===== config.mk =====
export PLATFORM = sky130hd
export DESIGN_NAME = flpf_read_port
export DESIGN_NICKNAME = d
export VERILOG_FILES = /design/src/flpf_pkg.sv /design/src/flpf_read_port.sv
export VERILOG_INCLUDE_DIRS = /design/src
export SDC_FILE = /design/constraint.sdc
export NUM_CORES = 1
export LEC_CHECK = 0
export ABC_AREA = 1
export BUFFER_PORTS_ARGS = -buffer_cell sky130_fd_sc_hd__buf_2
export CELL_PAD_IN_SITES_DETAIL_PLACEMENT = 0
export CELL_PAD_IN_SITES_GLOBAL_PLACEMENT = 1
export CORE_MARGIN = 5
export CORE_UTILIZATION = 48
export DETAILED_ROUTE_END_ITERATION = 10
export GPL_TIMING_DRIVEN = 0
export HOLD_SLACK_MARGIN = 0.02
export PLACE_DENSITY = 0.84
export RECOVER_POWER = 100
export SLEW_MARGIN = 30
export SYNTH_ARGS = -nofsm -noshare
export SYNTH_HDL_FRONTEND = slang
export SYNTH_SLANG_ARGS = --single-unit

===== constraint.sdc =====
create_clock -name clk -period 6.7 [get_ports clk]
set_input_delay 1.34 -clock clk [delete_from_list [all_inputs] [get_ports clk]]
set_output_delay 1.34 -clock clk [all_outputs]
set_load 0.03 [all_outputs]

===== src/flpf_defs.svh =====
// constants of the flash prefetch read port
`ifndef FLPF_DEFS_SVH
`define FLPF_DEFS_SVH
`define FLPF_BUS_W      64
`define FLPF_LINE_W     128
`define FLPF_ENTRIES    4
`define FLPF_ADDR_W     20
`define FLPF_TAG_W      16
`define FLPF_TAG_LSB    4
`define FLPF_HALF_BIT   3
`define FLPF_SIZE_BYTES 20'hC0000
`define FLPF_ARR_LAT    2'h2
`define FLPF_MISS_WAIT  3
`define FLPF_IDX_W      2
`define FLPF_AGE_OLDEST 2'h3
`define FLPF_MASTER_W   2
`endif


===== src/flpf_pkg.sv =====
// types shared by the flash prefetch read port
`default_nettype none
package flpf_pkg;
  // controller states
  typedef enum logic [1:0] {FLPF_IDLE, FLPF_ISSUE, FLPF_WAIT} flpfState_t;

  // one bus read request from the crossbar_switch
  typedef struct packed {
    logic [19:0] addr;      // byte address inside the nonvolatile_array
    logic [1:0]  masterId;  // 0 instruction port, 1 data port, 2 dma
    logic        isInstr;   // instruction fetch when high
  } flpfBusReq_t;

  // static prefetch configuration
  typedef struct packed {
    logic       pfEnable;    // prefetching allowed at all
    logic       autoMode;    // prefetch on every qualifying access, else on misses only
    logic       masterOnly;  // restrict triggering to masterSel
    logic [1:0] masterSel;
    logic       instrEn;     // instruction fetches may trigger
    logic       dataEn;      // data reads may trigger
  } flpfCfg_t;
endpackage : flpf_pkg
`default_nettype wire


===== src/flpf_read_port.sv =====
// read path between the crossbar_switch and the nonvolatile_array, with a line prefetch buffer
`timescale 1ns/1ps
`default_nettype none
`include "flpf_defs.svh"
module flpf_read_port (
  input  wire logic                         clk,
  input  wire logic                         rst_n,
  input  wire logic                         ce,
  input  wire logic                         busValid,
  input  wire flpf_pkg::flpfBusReq_t        busReq,
  output logic                              busReady,
  output logic                              busRespValid,
  output logic                              busErr,
  output logic [`FLPF_BUS_W-1:0]            busRdata,
  output logic                              arrRead,
  output logic [`FLPF_TAG_W-1:0]            arrLine,
  input  wire logic [`FLPF_LINE_W-1:0]      arrData,
  input  wire flpf_pkg::flpfCfg_t           cfg
);
  // ------------------------------------------------------------
  // state
  // ------------------------------------------------------------
  flpf_pkg::flpfState_t              stateQ, stateD;
  logic [1:0]                        cntQ, cntD;
  logic [`FLPF_TAG_W-1:0]            lineQ, lineD;
  logic                              halfQ, halfD;
  logic                              isPrefQ, isPrefD;
  logic                              pendQ, pendD;
  logic [`FLPF_TAG_W-1:0]            pendLineQ, pendLineD;
  logic                              respQ, respD;
  logic                              errQ, errD;
  logic [`FLPF_BUS_W-1:0]            rdataQ, rdataD;
  logic [`FLPF_ENTRIES-1:0]          validQ, validD;
  logic [`FLPF_TAG_W-1:0]            tagQ [`FLPF_ENTRIES];
  logic [`FLPF_TAG_W-1:0]            tagD [`FLPF_ENTRIES];
  logic [1:0]                        ageQ [`FLPF_ENTRIES];
  logic [1:0]                        ageD [`FLPF_ENTRIES];
  logic [`FLPF_LINE_W-1:0]           lineBuf [`FLPF_ENTRIES];
  // ------------------------------------------------------------
  // lookup and replacement choice
  // ------------------------------------------------------------
  logic [`FLPF_TAG_W-1:0]            reqLine;
  logic                              inRange, hit, pfInBuf, take, qualify;
  logic [`FLPF_IDX_W-1:0]            hitIdx, victim, touchIdx;
  logic                              touch, fill;
  assign reqLine  = busReq.addr[`FLPF_ADDR_W-1:`FLPF_TAG_LSB];
  assign inRange  = busReq.addr < `FLPF_SIZE_BYTES;
  assign busReady = (stateQ == flpf_pkg::FLPF_IDLE);
  assign take     = busValid && busReady;
  // tag compare over all entries; victim is the first invalid, else the oldest
  always_comb begin
    hit     = 1'b0;
    hitIdx  = '0;
    pfInBuf = 1'b0;
    victim  = '0;
    for (int i = `FLPF_ENTRIES - 1; i >= 0; i--) begin
      if (validQ[i] && tagQ[i] == reqLine) begin
        hit    = 1'b1;
        hitIdx = i[`FLPF_IDX_W-1:0];
      end
      if (validQ[i] && tagQ[i] == pendLineQ) begin
        pfInBuf = 1'b1;
      end
    end
    for (int i = `FLPF_ENTRIES - 1; i >= 0; i--) begin
      if (validQ[i] && ageQ[i] == `FLPF_AGE_OLDEST && &validQ) begin
        victim = i[`FLPF_IDX_W-1:0];
      end
    end
    for (int i = `FLPF_ENTRIES - 1; i >= 0; i--) begin
      if (!validQ[i]) begin
        victim = i[`FLPF_IDX_W-1:0];
      end
    end
  end
  // prefetch trigger filter; masters and types outside the selection never start one
  always_comb begin
    qualify = cfg.pfEnable
           && (!cfg.masterOnly || busReq.masterId == cfg.masterSel)
           && (busReq.isInstr ? cfg.instrEn : cfg.dataEn)
           && (cfg.autoMode || !hit);
  end
  // ------------------------------------------------------------
  // controller next state
  // ------------------------------------------------------------
  // a prefetch in flight holds busReady low; simpler than aborting it, costs a few cycles
  always_comb begin
    stateD    = stateQ;
    cntD      = cntQ;
    lineD     = lineQ;
    halfD     = halfQ;
    isPrefD   = isPrefQ;
    pendD     = pendQ;
    pendLineD = pendLineQ;
    respD     = 1'b0;
    errD      = 1'b0;
    rdataD    = rdataQ;
    arrRead   = 1'b0;
    touch     = 1'b0;
    touchIdx  = hitIdx;
    fill      = 1'b0;
    case (stateQ)
      flpf_pkg::FLPF_IDLE: begin
        if (take) begin
          if (!inRange) begin
            respD = 1'b1;
            errD  = 1'b1;
          end else begin
            if (hit) begin
              respD  = 1'b1;
              rdataD = busReq.addr[`FLPF_HALF_BIT] ? lineBuf[hitIdx][127:64] : lineBuf[hitIdx][63:0];
              touch  = 1'b1;
            end else begin
              stateD  = flpf_pkg::FLPF_ISSUE;
              lineD   = reqLine;
              halfD   = busReq.addr[`FLPF_HALF_BIT];
              isPrefD = 1'b0;
            end
            if (qualify) begin
              pendD     = 1'b1;
              pendLineD = reqLine + 16'h0001;
            end
          end
        end else if (pendQ) begin
          pendD = 1'b0;
          // line past the top of the array or already held: nothing to fetch
          if (!pfInBuf && {pendLineQ, 4'h0} < `FLPF_SIZE_BYTES) begin
            stateD  = flpf_pkg::FLPF_ISSUE;
            lineD   = pendLineQ;
            isPrefD = 1'b1;
          end
        end
      end
      flpf_pkg::FLPF_ISSUE: begin
        arrRead = 1'b1;
        cntD    = 2'h0;
        stateD  = flpf_pkg::FLPF_WAIT;
      end
      flpf_pkg::FLPF_WAIT: begin
        if (cntQ == `FLPF_ARR_LAT - 2'h1) begin
          fill     = 1'b1;
          touch    = 1'b1;
          touchIdx = victim;
          stateD   = flpf_pkg::FLPF_IDLE;
          if (!isPrefQ) begin
            respD  = 1'b1;
            rdataD = halfQ ? arrData[127:64] : arrData[63:0];
          end
        end else begin
          cntD = cntQ + 2'h1;
        end
      end
      default: begin
        stateD = flpf_pkg::FLPF_IDLE;
      end
    endcase
  end
  // buffer tags, valid bits and recency ages
  always_comb begin
    validD = validQ;
    for (int i = 0; i < `FLPF_ENTRIES; i++) begin
      tagD[i] = tagQ[i];
      ageD[i] = ageQ[i];
      if (touch) begin
        if (i[`FLPF_IDX_W-1:0] == touchIdx) begin
          ageD[i] = 2'h0;
        end else if (ageQ[i] < ageQ[touchIdx]) begin
          ageD[i] = ageQ[i] + 2'h1;
        end
      end
    end
    if (fill) begin
      validD[victim] = 1'b1;
      tagD[victim]   = lineQ;
    end
  end
  // ------------------------------------------------------------
  // registers
  // ------------------------------------------------------------
  // ages start as a permutation so the oldest entry is always unique
  always_ff @(posedge clk or negedge rst_n) begin
    if (!rst_n) begin
      stateQ    <= flpf_pkg::FLPF_IDLE;
      cntQ      <= 2'h0;
      lineQ     <= 16'h0000;
      halfQ     <= 1'b0;
      isPrefQ   <= 1'b0;
      pendQ     <= 1'b0;
      pendLineQ <= 16'h0000;
      respQ     <= 1'b0;
      errQ      <= 1'b0;
      rdataQ    <= 64'h0;
      validQ    <= 4'h0;
      for (int i = 0; i < `FLPF_ENTRIES; i++) begin
        tagQ[i] <= 16'h0000;
        ageQ[i] <= i[1:0];
      end
    end else if (ce) begin
      stateQ    <= stateD;
      cntQ      <= cntD;
      lineQ     <= lineD;
      halfQ     <= halfD;
      isPrefQ   <= isPrefD;
      pendQ     <= pendD;
      pendLineQ <= pendLineD;
      respQ     <= respD;
      errQ      <= errD;
      rdataQ    <= rdataD;
      validQ    <= validD;
      for (int i = 0; i < `FLPF_ENTRIES; i++) begin
        tagQ[i] <= tagD[i];
        ageQ[i] <= ageD[i];
      end
    end
  end

  // line storage has no reset; the valid bits guard it
  always_ff @(posedge clk) begin
    if (ce && fill) begin
      lineBuf[victim] <= arrData;
    end
  end
  assign busRespValid = respQ;
  assign busErr       = errQ;
  assign busRdata     = rdataQ;
  assign arrLine      = lineQ;
endmodule : flpf_read_port
`default_nettype wire


# Word level (Yosys, flattened, before mapping)
# Memories as Yosys holds them, arrays and structs flattened.
# Index checks and enable logic that the tools add are counted.
# word_totals
regBits	181
wordCells	211
n_memories	1
inputBits	162
mem_bits_rw	512
output_inout_bits	84
# memory_table
name	depth	word_bits	rd	rd_ports_with_merged_regs	wr	line	rtl
lineBuf	4	128	1	0	1	flpf_read_port.sv:38	logic [`FLPF_LINE_W-1:0] lineBuf [`FLPF_ENTRIES];
# op_classes
eq_ne	32
magnitude_cmp	11
n_reduce_logical	52
bitwise_logic	4
muxes	86
addsub	6
# ops
op	n
$mux W64	7
$eq A16 B16 Y1	8
$pmux W64 S2	1
$mux W16	6
$bwmux W64	1
$mux W2	31
$lt A20 B20 Y1 const B	2
$mux W1	33
$demux W16 S2	1
$logic_and A1 B1 Y1	24
$add A16 B1 Y16 const B	1
$reduce_bool A2 Y1	8
$reduce_and A3 Y1	5
$reduce_and A6 Y1	2
$add A2 B1 Y2 const B	5
$eq A2 B2 Y1 const B	5
$ne A2 B2 Y1 const B	5
$reduce_and A5 Y1	2
$lt A2 B2 Y1	4
$ne A2 B1 Y1 const B	4
$reduce_and A4 Y1	2
$reduce_and A7 Y1	1
$ge A3 B3 Y1 const B	2
$ne A3 B1 Y1 const B	2
20 further kinds	29

# Depth between registers and ports, before layout
# depth
depth_word	20
mapped_depth	22
mapped_depth_nobuf	21

# Worst setup path after synthesis
# OpenSTA, ideal clock, no wires.
# synth_timing
path_type	input-to-reg
startpoint	input ce
endpoint	register tagQ[51] (netlist bit)
t_required_ps	6367
path_slack_ps	469
setup_ps	333
cell_stages	8
t_arrival_ps	5898
path_buffers	1
cell_sequence	inv_1 > nor2_1 > inv_1 > a21oi_1 > inv_1 > nor2_1 > clkbuf_1 > o21ai_0
# synth_via
elab_chain_cells	1
# synth_rtl
item	line	rtl
from (decl)	flpf_read_port.sv:8	input wire logic ce,
$reduce_and A2 Y1 (no source line)	--	
to (signal, indexed assignment)	flpf_read_port.sv:211	tagQ[i] <= tagD[i];
to (decl)	flpf_read_port.sv:34	logic [`FLPF_TAG_W-1:0] tagQ [`FLPF_ENTRIES];
# Every way passes these cells.
# A chain may end at the register's enable or synchronous reset.

# Worst setup path in the final report
# layout_timing
startpoint	input busReq[7] (netlist bit)
endpoint	register rdataQ[19], in the netlist busRdata[19]
# layout_via
elab_chain_cells	12
word_cells_on_any_way	26
classes_between	order compare: 1; eq/ne: 6; mux: 13; reduce/logical: 5; memory: 1
# layout_rtl
item	line	rtl
from (decl)	flpf_read_port.sv:10	input wire flpf_pkg::flpfBusReq_t busReq,
$eq A16 B16 Y1	flpf_read_port.sv:57	if (validQ[i] && tagQ[i] == reqLine) begin
$logic_and A1 B1 Y1	flpf_read_port.sv:57	
$mux W2 (4 in a row)	flpf_read_port.sv:57	
$mem_v2 Z4 W128	--	
$mux W64	flpf_read_port.sv:111	rdataD = busReq.addr[`FLPF_HALF_BIT] ? lineBuf[hitIdx][127:64] : lineBuf[hitIdx][63:0];
$mux W64	flpf_read_port.sv:109	if (hit) begin
$mux W64	flpf_read_port.sv:105	if (!inRange) begin
$mux W64	flpf_read_port.sv:104	if (take) begin
$pmux W64 S2	flpf_read_port.sv:102	case (stateQ)
to (signal assigned)	flpf_read_port.sv:208	rdataQ <= rdataD;
to (decl)	flpf_read_port.sv:32	logic [`FLPF_BUS_W-1:0] rdataQ, rdataD;
# Several ways; a longest one is shown, not always the timed one. The select of a mux whose other input is x is not followed.

==> flow_summary.ini <==
[run_status]
status = finished, violations left
violations = capacitance limit, slew limit

[global_routing]
grt_pass1_vias = 24700
antenna_found_initial = 8
grt_pass1_wl_mm = 153
top_usage_layer = met2
grt_util_met1 = 0.396
grt.met2_usage = 0.443
grt_use_total = 0.280
use_met3 = 0.0531
grt_max_degree = 79
overflow = 0

[synthesis]
avgSynthCellArea_um2 = 10.6
async_flop_share = 0.261
syn-num-nets = 3171
yosys-top-cells-area = edfxtp_1 (48%), dfrtp_1 (14%), nand2_1 (6.2%)
yosysTopAreaCell = edfxtp_1
syn_inst = 3003
ys.flop_type = edfxtp_1
synth_seq_cells = 693
yosys_warnings = 0
ys_types = 47
synth_area_mm2 = 0.0318
ys_seq_area_frac = 0.626
synth_edf_count = 512
synth_top_area_frac = 0.483

[critical_path]
start_kind = input port
cp_data_required_time_ns = 7.24
critPathMaxFanout = 10
arrival_ns = 5.62
crit_path_end_kind = register
path_class = input port to register

[min_path]
hold_path_class = register to register

[cts]
cts.path.max_buffers = 3
clkLatencyLatePin_ns = 0.63
clk_pin_slew_ns = 0.06
root_buffer = clkbuf_16
post_cts_buffers = 0
cts_resized = 0
htree_levels = 3
cts_tree = built
cts_buffers = 75
numClockSinks = 693
hold_buffers = 0

[floorplan]
chipHeight_um = 267
die-width_um = 267
ios = 246
core-area_mm2 = 0.0657
die-area_mm2 = 0.0715
row_count = 94
start_util = 0.484

[routing]
wl_mm = 102
wire_per_inst_um = 24.0
drt_iter0_drc = 2887
num_vias = 25200
firstDrtPassIters = 6
drtAntennaViolNets = 0
viasPerCell = 5.91
drc = 0

[sta]
tightest_slew_ns = 2.66
fin_crit_sh = 0.758
period_minus_slack_ns = 5.08
slew_headroom = -0.775
hold_slack_ns = 0.484
max_freq_ghz = 0.197
final_max_slew_viol_count = 340
finClkSkew_ns = 0.0321
rsz0062_at_grt = no
setup_viol = 0
finalHoldViolCount = 0
setup_slack_ns = 1.62

[power]
power_density_mw_per_mm2 = 337
ir_worst_vdd_mv = 0.194
totalPowerFinal_mw = 12.4
p_leak_nw = 14.3

[job]
maxCapViolCount = 8

[place]
gp_congestion = 0.971
port_buffers = 232
dp_hpwl_mm = 71.7
dp_slack_ns = 2.11
dp.cells = 4115

[layout]
drive_gt1_frac = 0.102
final_cells = 4262
n_fill_cell = 5644
multi_input_area_mm2 = 0.00962
seqCellArea_mm2 = 0.0199
nets = 3496
area_growth_pct = 15.2
worst paths after layout:
kind                                  startpoint                        to  slack (ns)  cells past startpoint
hold / removal               ageQ[4]$_DFFE_PN1P_       ageQ[4]$_DFFE_PN1P_        0.48                      2
min in group asynchronous                  rst_n      tagQ[33]$_DFFE_PN0P_        1.36                      1
setup reg to reg           stateQ[1]$_DFFE_PN0P_  lineBuf[2][52]$_DFFE_PP_        1.94                     13
max in group asynchronous                  rst_n  busRdata[29]$_DFFE_PN0P_        2.26                      2
hold reg to reg              ageQ[4]$_DFFE_PN1P_       ageQ[4]$_DFFE_PN1P_        0.48                      2
setup / recovery                       busReq[7]  busRdata[19]$_DFFE_PN0P_        1.62                     18
through the flow:
stage / TNS (ns) / util / area, um2
3_3_place_gp: -1587.31 / 0.518 / 34000
5_1_grt: 0 / 0.557 / 36600
6_report: 0 / 0.557 / 36600
2_1_floorplan: 0 / - / 31800
3_5_place_dp: 0 / 0.524 / 34400
4_1_cts: 0 / 0.564 / 37000
cell usage in the layout (no fill, tap or decap), types with 64 or more instances in the layout:
cell type | Yosys | final
dfrtp_1 | 177 | 177
o21ai_0 | 237 | 240
a21oi_1 | 216 | 216
o211ai_1 | 261 | 261
nand3_1 | 122 | 122
buf_2 | 92 | 96
edfxtp_1 | 512 | 512
inv_1 | 353 | 354
nor2_1 | 110 | 110
clkbuf_16 | 0 | 76
clkbuf_1 | 71 | 316
nand2_1 | 526 | 528
mux2_2 | 64 | 64
synthesized netlist by cell type, types with 2 or more instances:
cell type  instances
buf_1              2
a21oi_1          216
nor4_1             4
and3_1             2
nor3_2             3
o21bai_1           2
ha_1               6
nor3_1            12
edfxtp_1         512
or2_2              2
nor3b_1            2
inv_1            353
o22ai_1           19
o21a_1             8
o21ai_0          237
xnor2_1           21
nand3b_1           6
o2111ai_1          9
nor2_1           110
nand2_1          526
clkbuf_1          71
nand2_2            6
dfrtp_1          177
buf_2             92
clkbuf_2           7
xor2_1            20
mux2_2            64
nand3_1          122
a22oi_1           62
a22oi_2            2
o211ai_1         261
nor2_2             2
nand3_2            2
o221ai_1           2
o21ai_1            5
nand4_1           17
buf_4              8
a211oi_1           2
a221oi_1           2
buf_6              5
inv_2             13
dfstp_2            4
registers in the layout, summed over array words and instances (netlist names):
register      count
validQ            4
lineBuf         512
tagQ             64
busRespValid      1
pendQ             1
pendLineQ        16
busRdata         64
stateQ            2
cntQ              2
halfQ             1
ageQ              8
busErr            1
arrLine          16
isPrefQ           1
cell type report:
type / count / area share
diodes: 7 / 0.000478
plain buffers: 185 / 0.0238
clock buffers: 103 / 0.0580
clock inverters: 37 / 0.0133
inverters: 366 / 0.0375
multi-input cells: 1759 / 0.263
flip-flops and latches: 693 / 0.544
well taps: 864 / 0.0295
repair buffers: 248 / 0.0311
power by group:
group          total [mW]  internal, mW  switching [mW]  leakage (nW)
Combinational        2.63         0.791            1.84          6.45
Clock                4.35          2.59            1.76          1.29
Sequential           5.37          5.02           0.353          6.59
layer usage:
| metal | vias up | routed length (um) | share of wire |
|---|---|---|---|
| met5 | - | 32 | 0.00031 |
| met4 | 6 | 3130 | 0.031 |
| met3 | 185 | 9470 | 0.092 |
| met2 | 1261 | 47200 | 0.46 |
| met1 | 12500 | 42600 | 0.42 |
| li1 | 11300 | - | - |
cells by family (layout without fill, tap and decap cells):
kind of cell / Yosys count / count (layout) / share of synthesized area
buffers and inverters: 551 / 939 / 0.0710
other: 0 / 7 / 0
AO/OA/AOI/OAI: 831 / 831 / 0.160
AND/OR/NAND/NOR: 816 / 816 / 0.106
adder cells (fa/ha/maj): 6 / 6 / 0.00236
XOR/XNOR: 41 / 41 / 0.0113
flip-flops: 693 / 693 / 0.626
multiplexers: 65 / 65 / 0.0230
critical path: stages:
cell and delay [ns]:
clkbuf_1 0.16, clkbuf_1 0.51, inv_1 0.20, nand2_1 0.27
inv_1 0.07, nor2_1 0.10, nand2_1 0.06, nor2_1 0.30
nand2_1 0.09, nor2_1 0.09, nand2_1 0.05, nand2_1 0.20
clkbuf_1 0.79, clkbuf_1 0.56, a21oi_1 0.13, o211ai_1 0.31
nand3_1 0.18, a22oi_1 0.18
No activity file was read; power rests on OpenSTA's default activity.
